[src/adc_pkg.sv]
/*
 * Package for the converter control block: register offsets, field
 * positions, reset values and conversion timing counts.
 * Assumes an 8-bit peripheral bus with byte offsets from the block base.
 */
package adc_pkg;
    localparam logic [3:0] OFS_RES0_HI = 4'h0;
    localparam logic [3:0] OFS_RES0_LO = 4'h1;
    localparam logic [3:0] OFS_CTRL_STATUS = 4'h8;
    localparam logic [3:0] OFS_TRIG_CTRL = 4'h9;
    localparam int BIT_DONE = 7;
    localparam int BIT_IRQ_EN = 6;
    localparam int BIT_RUN = 5;
    localparam int BIT_SCAN = 4;
    localparam int BIT_TIME_SEL = 3;
    localparam int BIT_GROUP = 2;
    localparam int BIT_TRIG_EN = 7;
    localparam logic [7:0] CTRL_STATUS_RESET = 8'h00;
    localparam logic [7:0] TRIG_CTRL_RESET = 8'h7f;
    localparam logic [6:0] TRIG_RESERVED_ONES = 7'h7f;
    // Conversion lengths, in system clocks
    localparam int FIRST_CONV_SLOW = 266;
    localparam int FIRST_CONV_FAST = 134;
    localparam int NEXT_CONV_SLOW = 256;
    localparam int NEXT_CONV_FAST = 128;
endpackage

[src/adc_bus_if.sv]
/*
 * Interface joining the peripheral-bus master end and the converter
 * control end. Single-cycle 8-bit accesses, answer in the next cycle.
 */
`timescale 1ns/10ps
interface adc_bus_if;
    logic sel;
    logic wr;
    logic [3:0] addr;
    logic [7:0] wdata;
    logic [7:0] rdata;
    logic dma_access;
    logic conversion_end_request;
    modport device (
        input sel,
        input wr,
        input addr,
        input wdata,
        input dma_access,
        output rdata,
        output conversion_end_request
    );
    modport host (
        output sel,
        output wr,
        output addr,
        output wdata,
        output dma_access,
        input rdata,
        input conversion_end_request
    );
endinterface

[src/adc_ctrl.sv]
/*
 * Converter control end: control/status and trigger control registers,
 * channel sequencing, timing of conversions, result storage with the
 * lower-byte holding latch.
 * Assumes a SAR core that takes a start pulse and channel, and answers
 * with a done strobe and a 10-bit value; bus inputs synchronous to mclk.
 */
`timescale 1ns/10ps
module adc_ctrl
    import adc_pkg::*;
(
    input wire logic mclk,
    input wire logic rst,
    input wire logic standby,
    adc_bus_if.device bus,
    input wire logic external_trigger_pin_n,
    output logic sar_start,
    output logic [2:0] sar_channel,
    input wire logic sar_done,
    input wire logic [9:0] sar_value
);
    typedef enum logic [1:0] {ST_IDLE, ST_CONV, ST_WAIT} adc_state_t;

    logic [7:0] csr_reg, csr_next;
    logic trg_en_reg, trg_en_next;
    logic trg_prev_reg, trg_prev_next;
    logic done_seen_reg, done_seen_next;
    logic [9:0] res_reg [4];
    logic [9:0] res_next [4];
    logic [7:0] hold_reg, hold_next;
    logic [1:0] chan_reg, chan_next;
    logic first_reg, first_next;
    logic [8:0] cnt_reg, cnt_next;
    logic [7:0] rdata_reg, rdata_next;
    adc_state_t state_reg, state_next;

    logic wr_csr, rd_csr, trig_fire, sw_start, sw_halt;
    logic [1:0] rsel;
    assign wr_csr = bus.sel && bus.wr && bus.addr == OFS_CTRL_STATUS;
    assign rd_csr = bus.sel && !bus.wr && bus.addr == OFS_CTRL_STATUS;
    assign trig_fire = trg_en_reg && trg_prev_reg
        && !external_trigger_pin_n;
    assign sw_start = wr_csr && bus.wdata[BIT_RUN];
    assign sw_halt = wr_csr && !bus.wdata[BIT_RUN];
    assign rsel = bus.addr[2:1];
    assign bus.conversion_end_request = csr_reg[BIT_DONE]
        && csr_reg[BIT_IRQ_EN];
    assign bus.rdata = rdata_reg;

    always_comb begin
        logic [8:0] len;
        len = '0;
        csr_next = csr_reg;
        trg_en_next = trg_en_reg;
        trg_prev_next = external_trigger_pin_n;
        done_seen_next = done_seen_reg;
        res_next = res_reg;
        hold_next = hold_reg;
        chan_next = chan_reg;
        first_next = first_reg;
        cnt_next = cnt_reg;
        state_next = state_reg;
        rdata_next = 8'h00;
        sar_start = 1'b0;
        sar_channel = {csr_reg[BIT_GROUP], chan_reg};
        // Register writes; done bit cleared here or by a DMA access
        if (wr_csr) begin
            csr_next[6:0] = bus.wdata[6:0];
            if (!bus.wdata[BIT_DONE] && done_seen_reg) begin
                csr_next[BIT_DONE] = 1'b0;
                done_seen_next = 1'b0;
            end
        end
        if (rd_csr && csr_reg[BIT_DONE])
            done_seen_next = 1'b1;
        if (bus.sel && bus.dma_access) begin
            csr_next[BIT_DONE] = 1'b0;
            done_seen_next = 1'b0;
        end
        if (bus.sel && bus.wr && bus.addr == OFS_TRIG_CTRL)
            trg_en_next = bus.wdata[BIT_TRIG_EN];
        // Reads; data registered for a steady output
        if (bus.sel && !bus.wr) begin
            case (bus.addr)
                OFS_CTRL_STATUS: rdata_next = csr_reg;
                OFS_TRIG_CTRL:
                    rdata_next = {trg_en_reg, TRIG_RESERVED_ONES};
                default: begin
                    if (bus.addr[3] == OFS_RES0_HI[3]) begin
                        if (bus.addr[0] == OFS_RES0_LO[0]) begin
                            rdata_next = hold_reg;
                        end else begin
                            rdata_next = res_reg[rsel][9:2];
                            hold_next = {res_reg[rsel][1:0], 6'h00};
                        end
                    end
                end
            endcase
        end
        if (trig_fire)
            csr_next[BIT_RUN] = 1'b1;
        if (csr_reg[BIT_TIME_SEL])
            len = first_reg ? 9'(FIRST_CONV_FAST) : 9'(NEXT_CONV_FAST);
        else
            len = first_reg ? 9'(FIRST_CONV_SLOW) : 9'(NEXT_CONV_SLOW);
        case (state_reg)
            ST_IDLE: begin
                if (sw_start || trig_fire || csr_reg[BIT_RUN]) begin
                    chan_next = csr_reg[BIT_SCAN] || sw_start
                        ? 2'd0 : csr_reg[1:0];
                    if (sw_start)
                        chan_next = bus.wdata[BIT_SCAN]
                            ? 2'd0 : bus.wdata[1:0];
                    first_next = 1'b1;
                    cnt_next = 9'd1;
                    state_next = ST_CONV;
                end
            end
            ST_CONV: begin
                sar_start = cnt_reg == 9'd1;
                cnt_next = cnt_reg + 9'd1;
                if (cnt_reg >= len - 9'd1)
                    state_next = ST_WAIT;
            end
            ST_WAIT: begin
                if (sar_done) begin
                    res_next[chan_reg] = sar_value;
                    cnt_next = 9'd1;
                    first_next = 1'b0;
                    if (!csr_reg[BIT_SCAN]) begin
                        csr_next[BIT_DONE] = 1'b1;
                        csr_next[BIT_RUN] = 1'b0;
                        state_next = ST_IDLE;
                    end else if (chan_reg == csr_reg[1:0]) begin
                        csr_next[BIT_DONE] = 1'b1;
                        chan_next = 2'd0;
                        state_next = ST_CONV;
                    end else begin
                        chan_next = chan_reg + 2'd1;
                        state_next = ST_CONV;
                    end
                end
            end
            default: state_next = ST_IDLE;
        endcase
        // Halt wins over sequencing unless the trigger fires in that cycle; a halted sweep restarts at input 0
        if (sw_halt && state_reg != ST_IDLE && !trig_fire) begin
            csr_next[BIT_RUN] = 1'b0;
            state_next = ST_IDLE;
        end
        if (state_reg == ST_IDLE && csr_next[BIT_RUN] == 1'b0)
            state_next = ST_IDLE;
    end

    always_ff @(posedge mclk) begin
        if (rst || standby) begin
            csr_reg <= CTRL_STATUS_RESET;
            trg_en_reg <= TRIG_CTRL_RESET[BIT_TRIG_EN];
            trg_prev_reg <= 1'b1;
            done_seen_reg <= 1'b0;
            for (int i = 0; i < 4; i++)
                res_reg[i] <= 10'h000;
            hold_reg <= 8'h00;
            chan_reg <= 2'd0;
            first_reg <= 1'b1;
            cnt_reg <= 9'd0;
            rdata_reg <= 8'h00;
            state_reg <= ST_IDLE;
        end else begin
            csr_reg <= csr_next;
            trg_en_reg <= trg_en_next;
            trg_prev_reg <= trg_prev_next;
            done_seen_reg <= done_seen_next;
            res_reg <= res_next;
            hold_reg <= hold_next;
            chan_reg <= chan_next;
            first_reg <= first_next;
            cnt_reg <= cnt_next;
            rdata_reg <= rdata_next;
            state_reg <= state_next;
        end
    end
endmodule // adc_ctrl

[src/flat_wrapper.sv]
// flat-port wrapper written by rule: the top's interface ports become plain ports
module adc_ctrl_flat import adc_pkg::*;
  (mclk, rst, standby, external_trigger_pin_n, sar_start, sar_channel, sar_done, sar_value, bus_sel, bus_wr, bus_addr, bus_wdata, bus_dma_access, bus_rdata, bus_conversion_end_request);
  adc_bus_if bus_i ();
  input wire logic mclk;
  input wire logic rst;
  input wire logic standby;
  input wire logic external_trigger_pin_n;
  output logic sar_start;
  output logic [2:0] sar_channel;
  input wire logic sar_done;
  input wire logic [9:0] sar_value;
  input wire logic [$bits(bus_i.sel)-1:0] bus_sel;
  input wire logic [$bits(bus_i.wr)-1:0] bus_wr;
  input wire logic [$bits(bus_i.addr)-1:0] bus_addr;
  input wire logic [$bits(bus_i.wdata)-1:0] bus_wdata;
  input wire logic [$bits(bus_i.dma_access)-1:0] bus_dma_access;
  output wire logic [$bits(bus_i.rdata)-1:0] bus_rdata;
  output wire logic [$bits(bus_i.conversion_end_request)-1:0] bus_conversion_end_request;
  assign bus_i.sel = bus_sel;
  assign bus_i.wr = bus_wr;
  assign bus_i.addr = bus_addr;
  assign bus_i.wdata = bus_wdata;
  assign bus_i.dma_access = bus_dma_access;
  assign bus_rdata = bus_i.rdata;
  assign bus_conversion_end_request = bus_i.conversion_end_request;
  adc_ctrl u_core (.mclk(mclk), .rst(rst), .standby(standby), .bus(bus_i), .external_trigger_pin_n(external_trigger_pin_n), .sar_start(sar_start), .sar_channel(sar_channel), .sar_done(sar_done), .sar_value(sar_value));
endmodule
[config.mk]
export PLATFORM = sky130hd
export DESIGN_NAME = adc_ctrl_flat
export DESIGN_NICKNAME = d
export VERILOG_FILES = /design/src/adc_pkg.sv /design/src/adc_bus_if.sv /design/src/adc_ctrl.sv /design/src/flat_wrapper.sv
export SDC_FILE = /design/constraint.sdc
export NUM_CORES = 1
export LEC_CHECK = 0
export BUFFER_PORTS_ARGS = -buffer_cell sky130_fd_sc_hd__buf_2
export CAP_MARGIN = 20
export CORE_ASPECT_RATIO = 0.6
export CORE_UTILIZATION = 30
export DETAILED_ROUTE_END_ITERATION = 7
export PLACE_DENSITY_LB_ADDON = 0.15
export SYNTH_ARGS = -nofsm -noshare
export SYNTH_HDL_FRONTEND = slang
export SYNTH_SLANG_ARGS = --single-unit
export TNS_END_PERCENT = 20
[constraint.sdc]
create_clock -name mclk -period 2 [get_ports mclk]
set_input_delay 0.1 -clock mclk [delete_from_list [all_inputs] [get_ports mclk]]
set_output_delay 0.1 -clock mclk [all_outputs]
set_load 0.02 [all_outputs]
# After elaboration in Yosys (flattened, before gate mapping)
# Cells that the tools add are included.
word_totals:
  ff_bits: 75
  out_inout_bits: 13
  word_cells: 129
classes:
  add_sub_neg: 3
  order_cmp: 4
  n_eq_ne: 10
  mux: 47
  bitwise_logic: 7
  reduce_logical: 43
op_table:
  columns: ["cell", "count"]
  rows:
  - ["40-bit bitwise mux", 1]
  - ["10-bit 2-to-1 mux", 3]
  - ["9-bit 2-to-1 mux", 3]
  - ["9-bit one-hot mux with 3 select lines", 1]
  - ["8-bit 2-to-1 mux", 3]
  - ["10-bit binary-select mux with 2-bit select", 1]
  - ["10-bit demux with 2-bit select", 1]
  - ["2-bit 2-to-1 mux", 10]
  - ["1-bit 2-to-1 mux", 18]
  - ["1-bit logical AND", 17]
  - ["8-bit one-hot mux with 2 select lines", 1]
  - ["9-bit by 1-bit adder with 9-bit output (second input constant)", 1]
  - ["9-bit by 1-bit equality test with 1-bit output (second input constant)", 1]
  - ["9-bit greater-or-equal comparator", 1]
  - ["3-bit AND reduction", 3]
  - ["9-bit by 1-bit subtractor with 9-bit output (second input constant)", 1]
  - ["4-bit equality test (second input constant)", 2]
  - ["4-bit AND reduction", 2]
  - ["2-bit nonzero test", 4]
  - ["3-bit greater-or-equal comparator (second input constant)", 2]
  - ["2-bit by 1-bit != test with 1-bit output (second input constant)", 3]
  - ["2-bit inverter with 3-bit output", 2]
  - ["2-bit one-hot mux with 3 select lines", 1]
  - ["2-bit OR reduction", 3]
  - ["other kinds (17)", 29]

# Longest topological paths before layout
logic_depth:
  depth_word: 12
  mapped_depth: 9
  ltp_nobuf: 9

# Worst setup path after synthesis
# OpenSTA, ideal clock, no wires.
synth_timing:
  path_type: "reg-to-reg"
  start: "reg u_core.first_reg"
  end: "reg u_core.state_reg[1]"
  t_arrival_ps: 1536
  t_required_ps: 1880
  slack_ps: 344
  path_stages_with_launch: 8
  n_path_buf: 0
  cell_sequence: "dfxtp_1 > ha_1 > ha_1 > o211ai_1 > o211ai_1 > a221oi_1 > nand2b_1 > a21oi_1"
synth_between:
  elab_chain_len: 6
  word_cells_on_any_way: 7
  cone_classes: "add/sub: 1; order compare: 1; eq/ne: 1; mux: 3; reduce/logical: 1"
synth_rtl:
  columns: ["element", "line", "text"]
  rows:
  - ["start: declaration", "adc_ctrl.sv:32", "logic first_reg, first_next;"]
  - ["start signal: assignment", "adc_ctrl.sv:177", "first_reg <= first_next;"]
  - ["4-bit 2-to-1 mux / 3-bit 2-to-1 mux (equally long branches)", "adc_ctrl.sv:105, adc_ctrl.sv:103", null]
  - ["9-bit 2-to-1 mux *", "adc_ctrl.sv:102", "if (csr_reg[BIT_TIME_SEL])"]
  - ["9-bit by 1-bit subtractor with 9-bit output *", "adc_ctrl.sv:122", "if (cnt_reg >= len - 9'd1)"]
  - ["9-bit greater-or-equal comparator *", "adc_ctrl.sv:122", null]
  - ["2-bit by 1-bit != test with 1-bit output (no line) *", null, null]
  - ["3-bit AND reduction (no line) *", null, null]
  - ["end signal: assignment", "adc_ctrl.sv:180", "state_reg <= state_next;"]
  - ["end: declaration", "adc_ctrl.sv:35", "adc_state_t state_reg, state_next;"]
# Mark *: on every way between the ends. The rest lies on a longest branch, timed or not.
# A chain may end at the register's enable or synchronous reset.

# Worst setup path in the final report
# Same ends and word-level chain as after synthesis.

==> impl_metrics.tcl <==
set metrics [dict create \
    status "completed" \
    setup_viol 0 \
    rsz0062_at_grt "false" \
    synth_seq_area_share_pct 41.10 \
    yosys_register_bits 75 \
    r2r_end "u_core.state_reg[1]" \
    finalHoldViolCount 0 \
    antenna_found_initial 0 \
    skew_ps 5.117 \
    area_delta_synth_final_pct 21.16 \
    routed_via_density 4.908 \
    drt_iter0_drc 193 \
    syn_inst 428 \
    antenna_left 0 \
    wl_um 10370 \
    path_class "flip-flop to flip-flop" \
    grt_pass1_wl_um 16300 \
    rows 30 \
    ir_drop_mv 0.3256 \
    setup_total_negative_slack_ps 0 \
    insertion_delay_ps 330 \
    cts_sinks 75 \
    p_leak_nw 1.628 \
    required_ps 2220 \
    yosys.area.top_type "dfxtp_1" \
    hold_depth 3 \
    stdcell_area_mm2 0.004427 \
    synth-main-ff-cell "dfxtp_1" \
    fin_crit_sh_pct 91.69 \
    yosysMostFrequentCell "nand2_1" \
    grt_overflow_total 0 \
    largest_register_ffs 40 \
    yosys_warnings 0 \
    synth.cells.most_frequent "nand2_1 (114), dfxtp_1 (75), a21oi_1 (63)" \
    slew_viol_final 0 \
    dieArea_mm2 0.01264 \
    synth_nets 474 \
    dpl_cell_area_mm2 0.004074 \
    drive_gt1_share_pct 20.75 \
    switchingPower_w 0.0006980 \
    p_sw_share_pct 20.74 \
    worst_ep_arrival_time_ps 2050 \
    power_density_mw_per_mm2 760.2 \
    end_kind "flip-flop" \
    crit_fanout 7 \
    hp-class "primary input to flip-flop" \
    htree_num_levels 3 \
    grt_max_degree 37 \
    whs_endpoint "u_core.csr_reg[6]" \
    fin_nets 524 \
    synth_area_mm2 0.003654 \
    cts_buffers 9 \
    cts_setup_buffers 0 \
    p_int_w 0.002667 \
    synth_edf_count 0 \
    start_util_pct 31.60 \
    yosysUniqueCellTypes 48 \
    worst_slew_pin_slew_ps 758.9 \
    min_period_ps 1834 \
    wl_per_cell_um 16.15 \
    rr_worst_depth 7 \
    rrSetupSlack_ps 170 \
    die_w_um 144.5 \
    synth_area_leaders "dfxtp_1 (41%), nand2_1 (12%), a21oi_1 (8.6%), mux4_2 (6.2%), ha_1 (5.5%)" \
    ctsLongestPathBuffers 2 \
    pwr-share-comb_pct 4.4 \
    place.gp.congestion 0.7855 \
    grt_pass1_vias 2877 \
    root_buffer "clkbuf_16" \
    syn_avg_cell_area_um2 8.536 \
    worstSetupStartpointType "flip-flop" \
    dpl.hpwl_um 7718 \
    drcViolationCount 0 \
    io_buffers 42 \
    vias 3151 \
    clk_pin_slew_ps 60 \
    clock.fmax_ghz 0.5453 \
    tritoncts "built" \
    synth_top_area_share_pct 41.10 \
    io_pins 43 \
    async_reset_ff_share_pct 0 \
    grt_usage_pct 17.71 \
    seqPwrFrac_pct 44.5 \
    clkPwrFrac_pct 51.1 \
    max-cap-violations 0 \
    diodes 0 \
    die_h_um 87.48 \
    core_mm2 0.01156 \
    max-slew-margin-rel_pct 49.41 \
    min_from "bus_wdata[6]" \
    r2r_start "u_core.first_reg" \
    fillers 1219 \
    drtPass1Iterations 5 \
]
-- cell usage in the layout (no fill, tap or decap), types with 6 or more instances in the layout --
master / Yosys / routed
nand2_1: 114 / 114
dfxtp_1: 75 / 75
a21oi_1: 63 / 63
buf_2: 7 / 42
nor2_1: 21 / 21
buf_4: 4 / 17
ha_1: 16 / 16
o21ai_0: 14 / 14
mux4_2: 10 / 10
and3_1: 9 / 9
clkbuf_16: 0 / 9
inv_1: 8 / 8
xor2_1: 6 / 6
-- worst max-delay path: stages, from the launching register on --
cell and delay, ps:
dfxtp_1 460, ha_1 220, ha_1 230, o211ai_1 160
o211ai_1 140, a221oi_2 310, nand2b_1 150, a21oi_1 50
-- what timing repair did --
action,4_1_cts,5_1_grt
gates resized for setup,0,1
endpoints found under the hold margin,2,0
hold buffers,3,0
endpoints found under the setup margin,0,2
-- final cells by class --
| cell class | instances | area, um2 | area share, % |
|---|---|---|---|
| clock buffers | 10 | 239.0 | 5.399 |
| clock inverters | 5 | 77.57 | 1.752 |
| inverters | 8 | 30.03 | 0.6783 |
| multi-input cells | 322 | 2011 | 45.42 |
| flip-flops and latches | 75 | 1501 | 33.92 |
| well taps | 160 | 200.2 | 4.522 |
| repair buffers | 62 | 367.9 | 8.310 |
-- through the flow --
stage	instances	total power, W	util [%]	setup WS, ps	hold slack, ps
after floorplan	428	0.001598	-	344.1	198.8
after global placement	624	0.001677	35.24	119.8	339.1
after detailed placement	624	0.001676	35.24	55.89	325.4
after CTS	642	0.003415	38.24	39.83	9.934
after global routing	642	0.003480	38.29	34.15	31.04
final	642	0.003365	38.29	166.2	16.68
-- cell families after synthesis --
logic type / Yosys count / synth area share [%]
AND/OR/NAND/NOR: 178 / 22.26
adder cells (fa/ha/maj): 16 / 5.479
flip-flops: 75 / 41.10
AO/OA/AOI/OAI: 105 / 17.67
multiplexers: 15 / 7.534
XOR/XNOR: 8 / 1.918
buffers and inverters: 31 / 4.041
-- power groups by stage --
stage	sequential, W	clock (W)	combinational [W]
2_1_floorplan	0.00153	0	0.0000672
4_1_cts	0.00150	0.00177	0.000151
5_1_grt	0.00150	0.00182	0.000162
3_5_place_dp	0.00153	0	0.000146
3_3_place_gp	0.00153	0	0.000146
6_report	0.00150	0.00172	0.000149
-- routing by layer --
metal	up-vias	GRT usage, %	wire length [um]
li1	1584	-	-
met1	1492	27.20	5768
met2	68	23.51	4025
met3	7	4.398	493
met4	0	5.359	80
met5	-	0	0
-- how the worst max path moves through the flow --
| stage | endpoint | slack (ps) | cells past startpoint | startpoint |
|---|---|---|---|---|
| floorplan | u_core.state_reg[1] | 340 | 7 | u_core.first_reg |
| global placement | u_core.state_reg[1] | 120 | 7 | u_core.first_reg |
| detailed placement | u_core.state_reg[1] | 60 | 7 | u_core.first_reg |
| CTS | u_core.state_reg[1] | 40 | 7 | u_core.first_reg |
| global route | u_core.state_reg[1] | 30 | 7 | u_core.first_reg |
| finish | u_core.state_reg[1] | 170 | 7 | u_core.first_reg |
No activity file was read; power rests on OpenSTA's default activity.
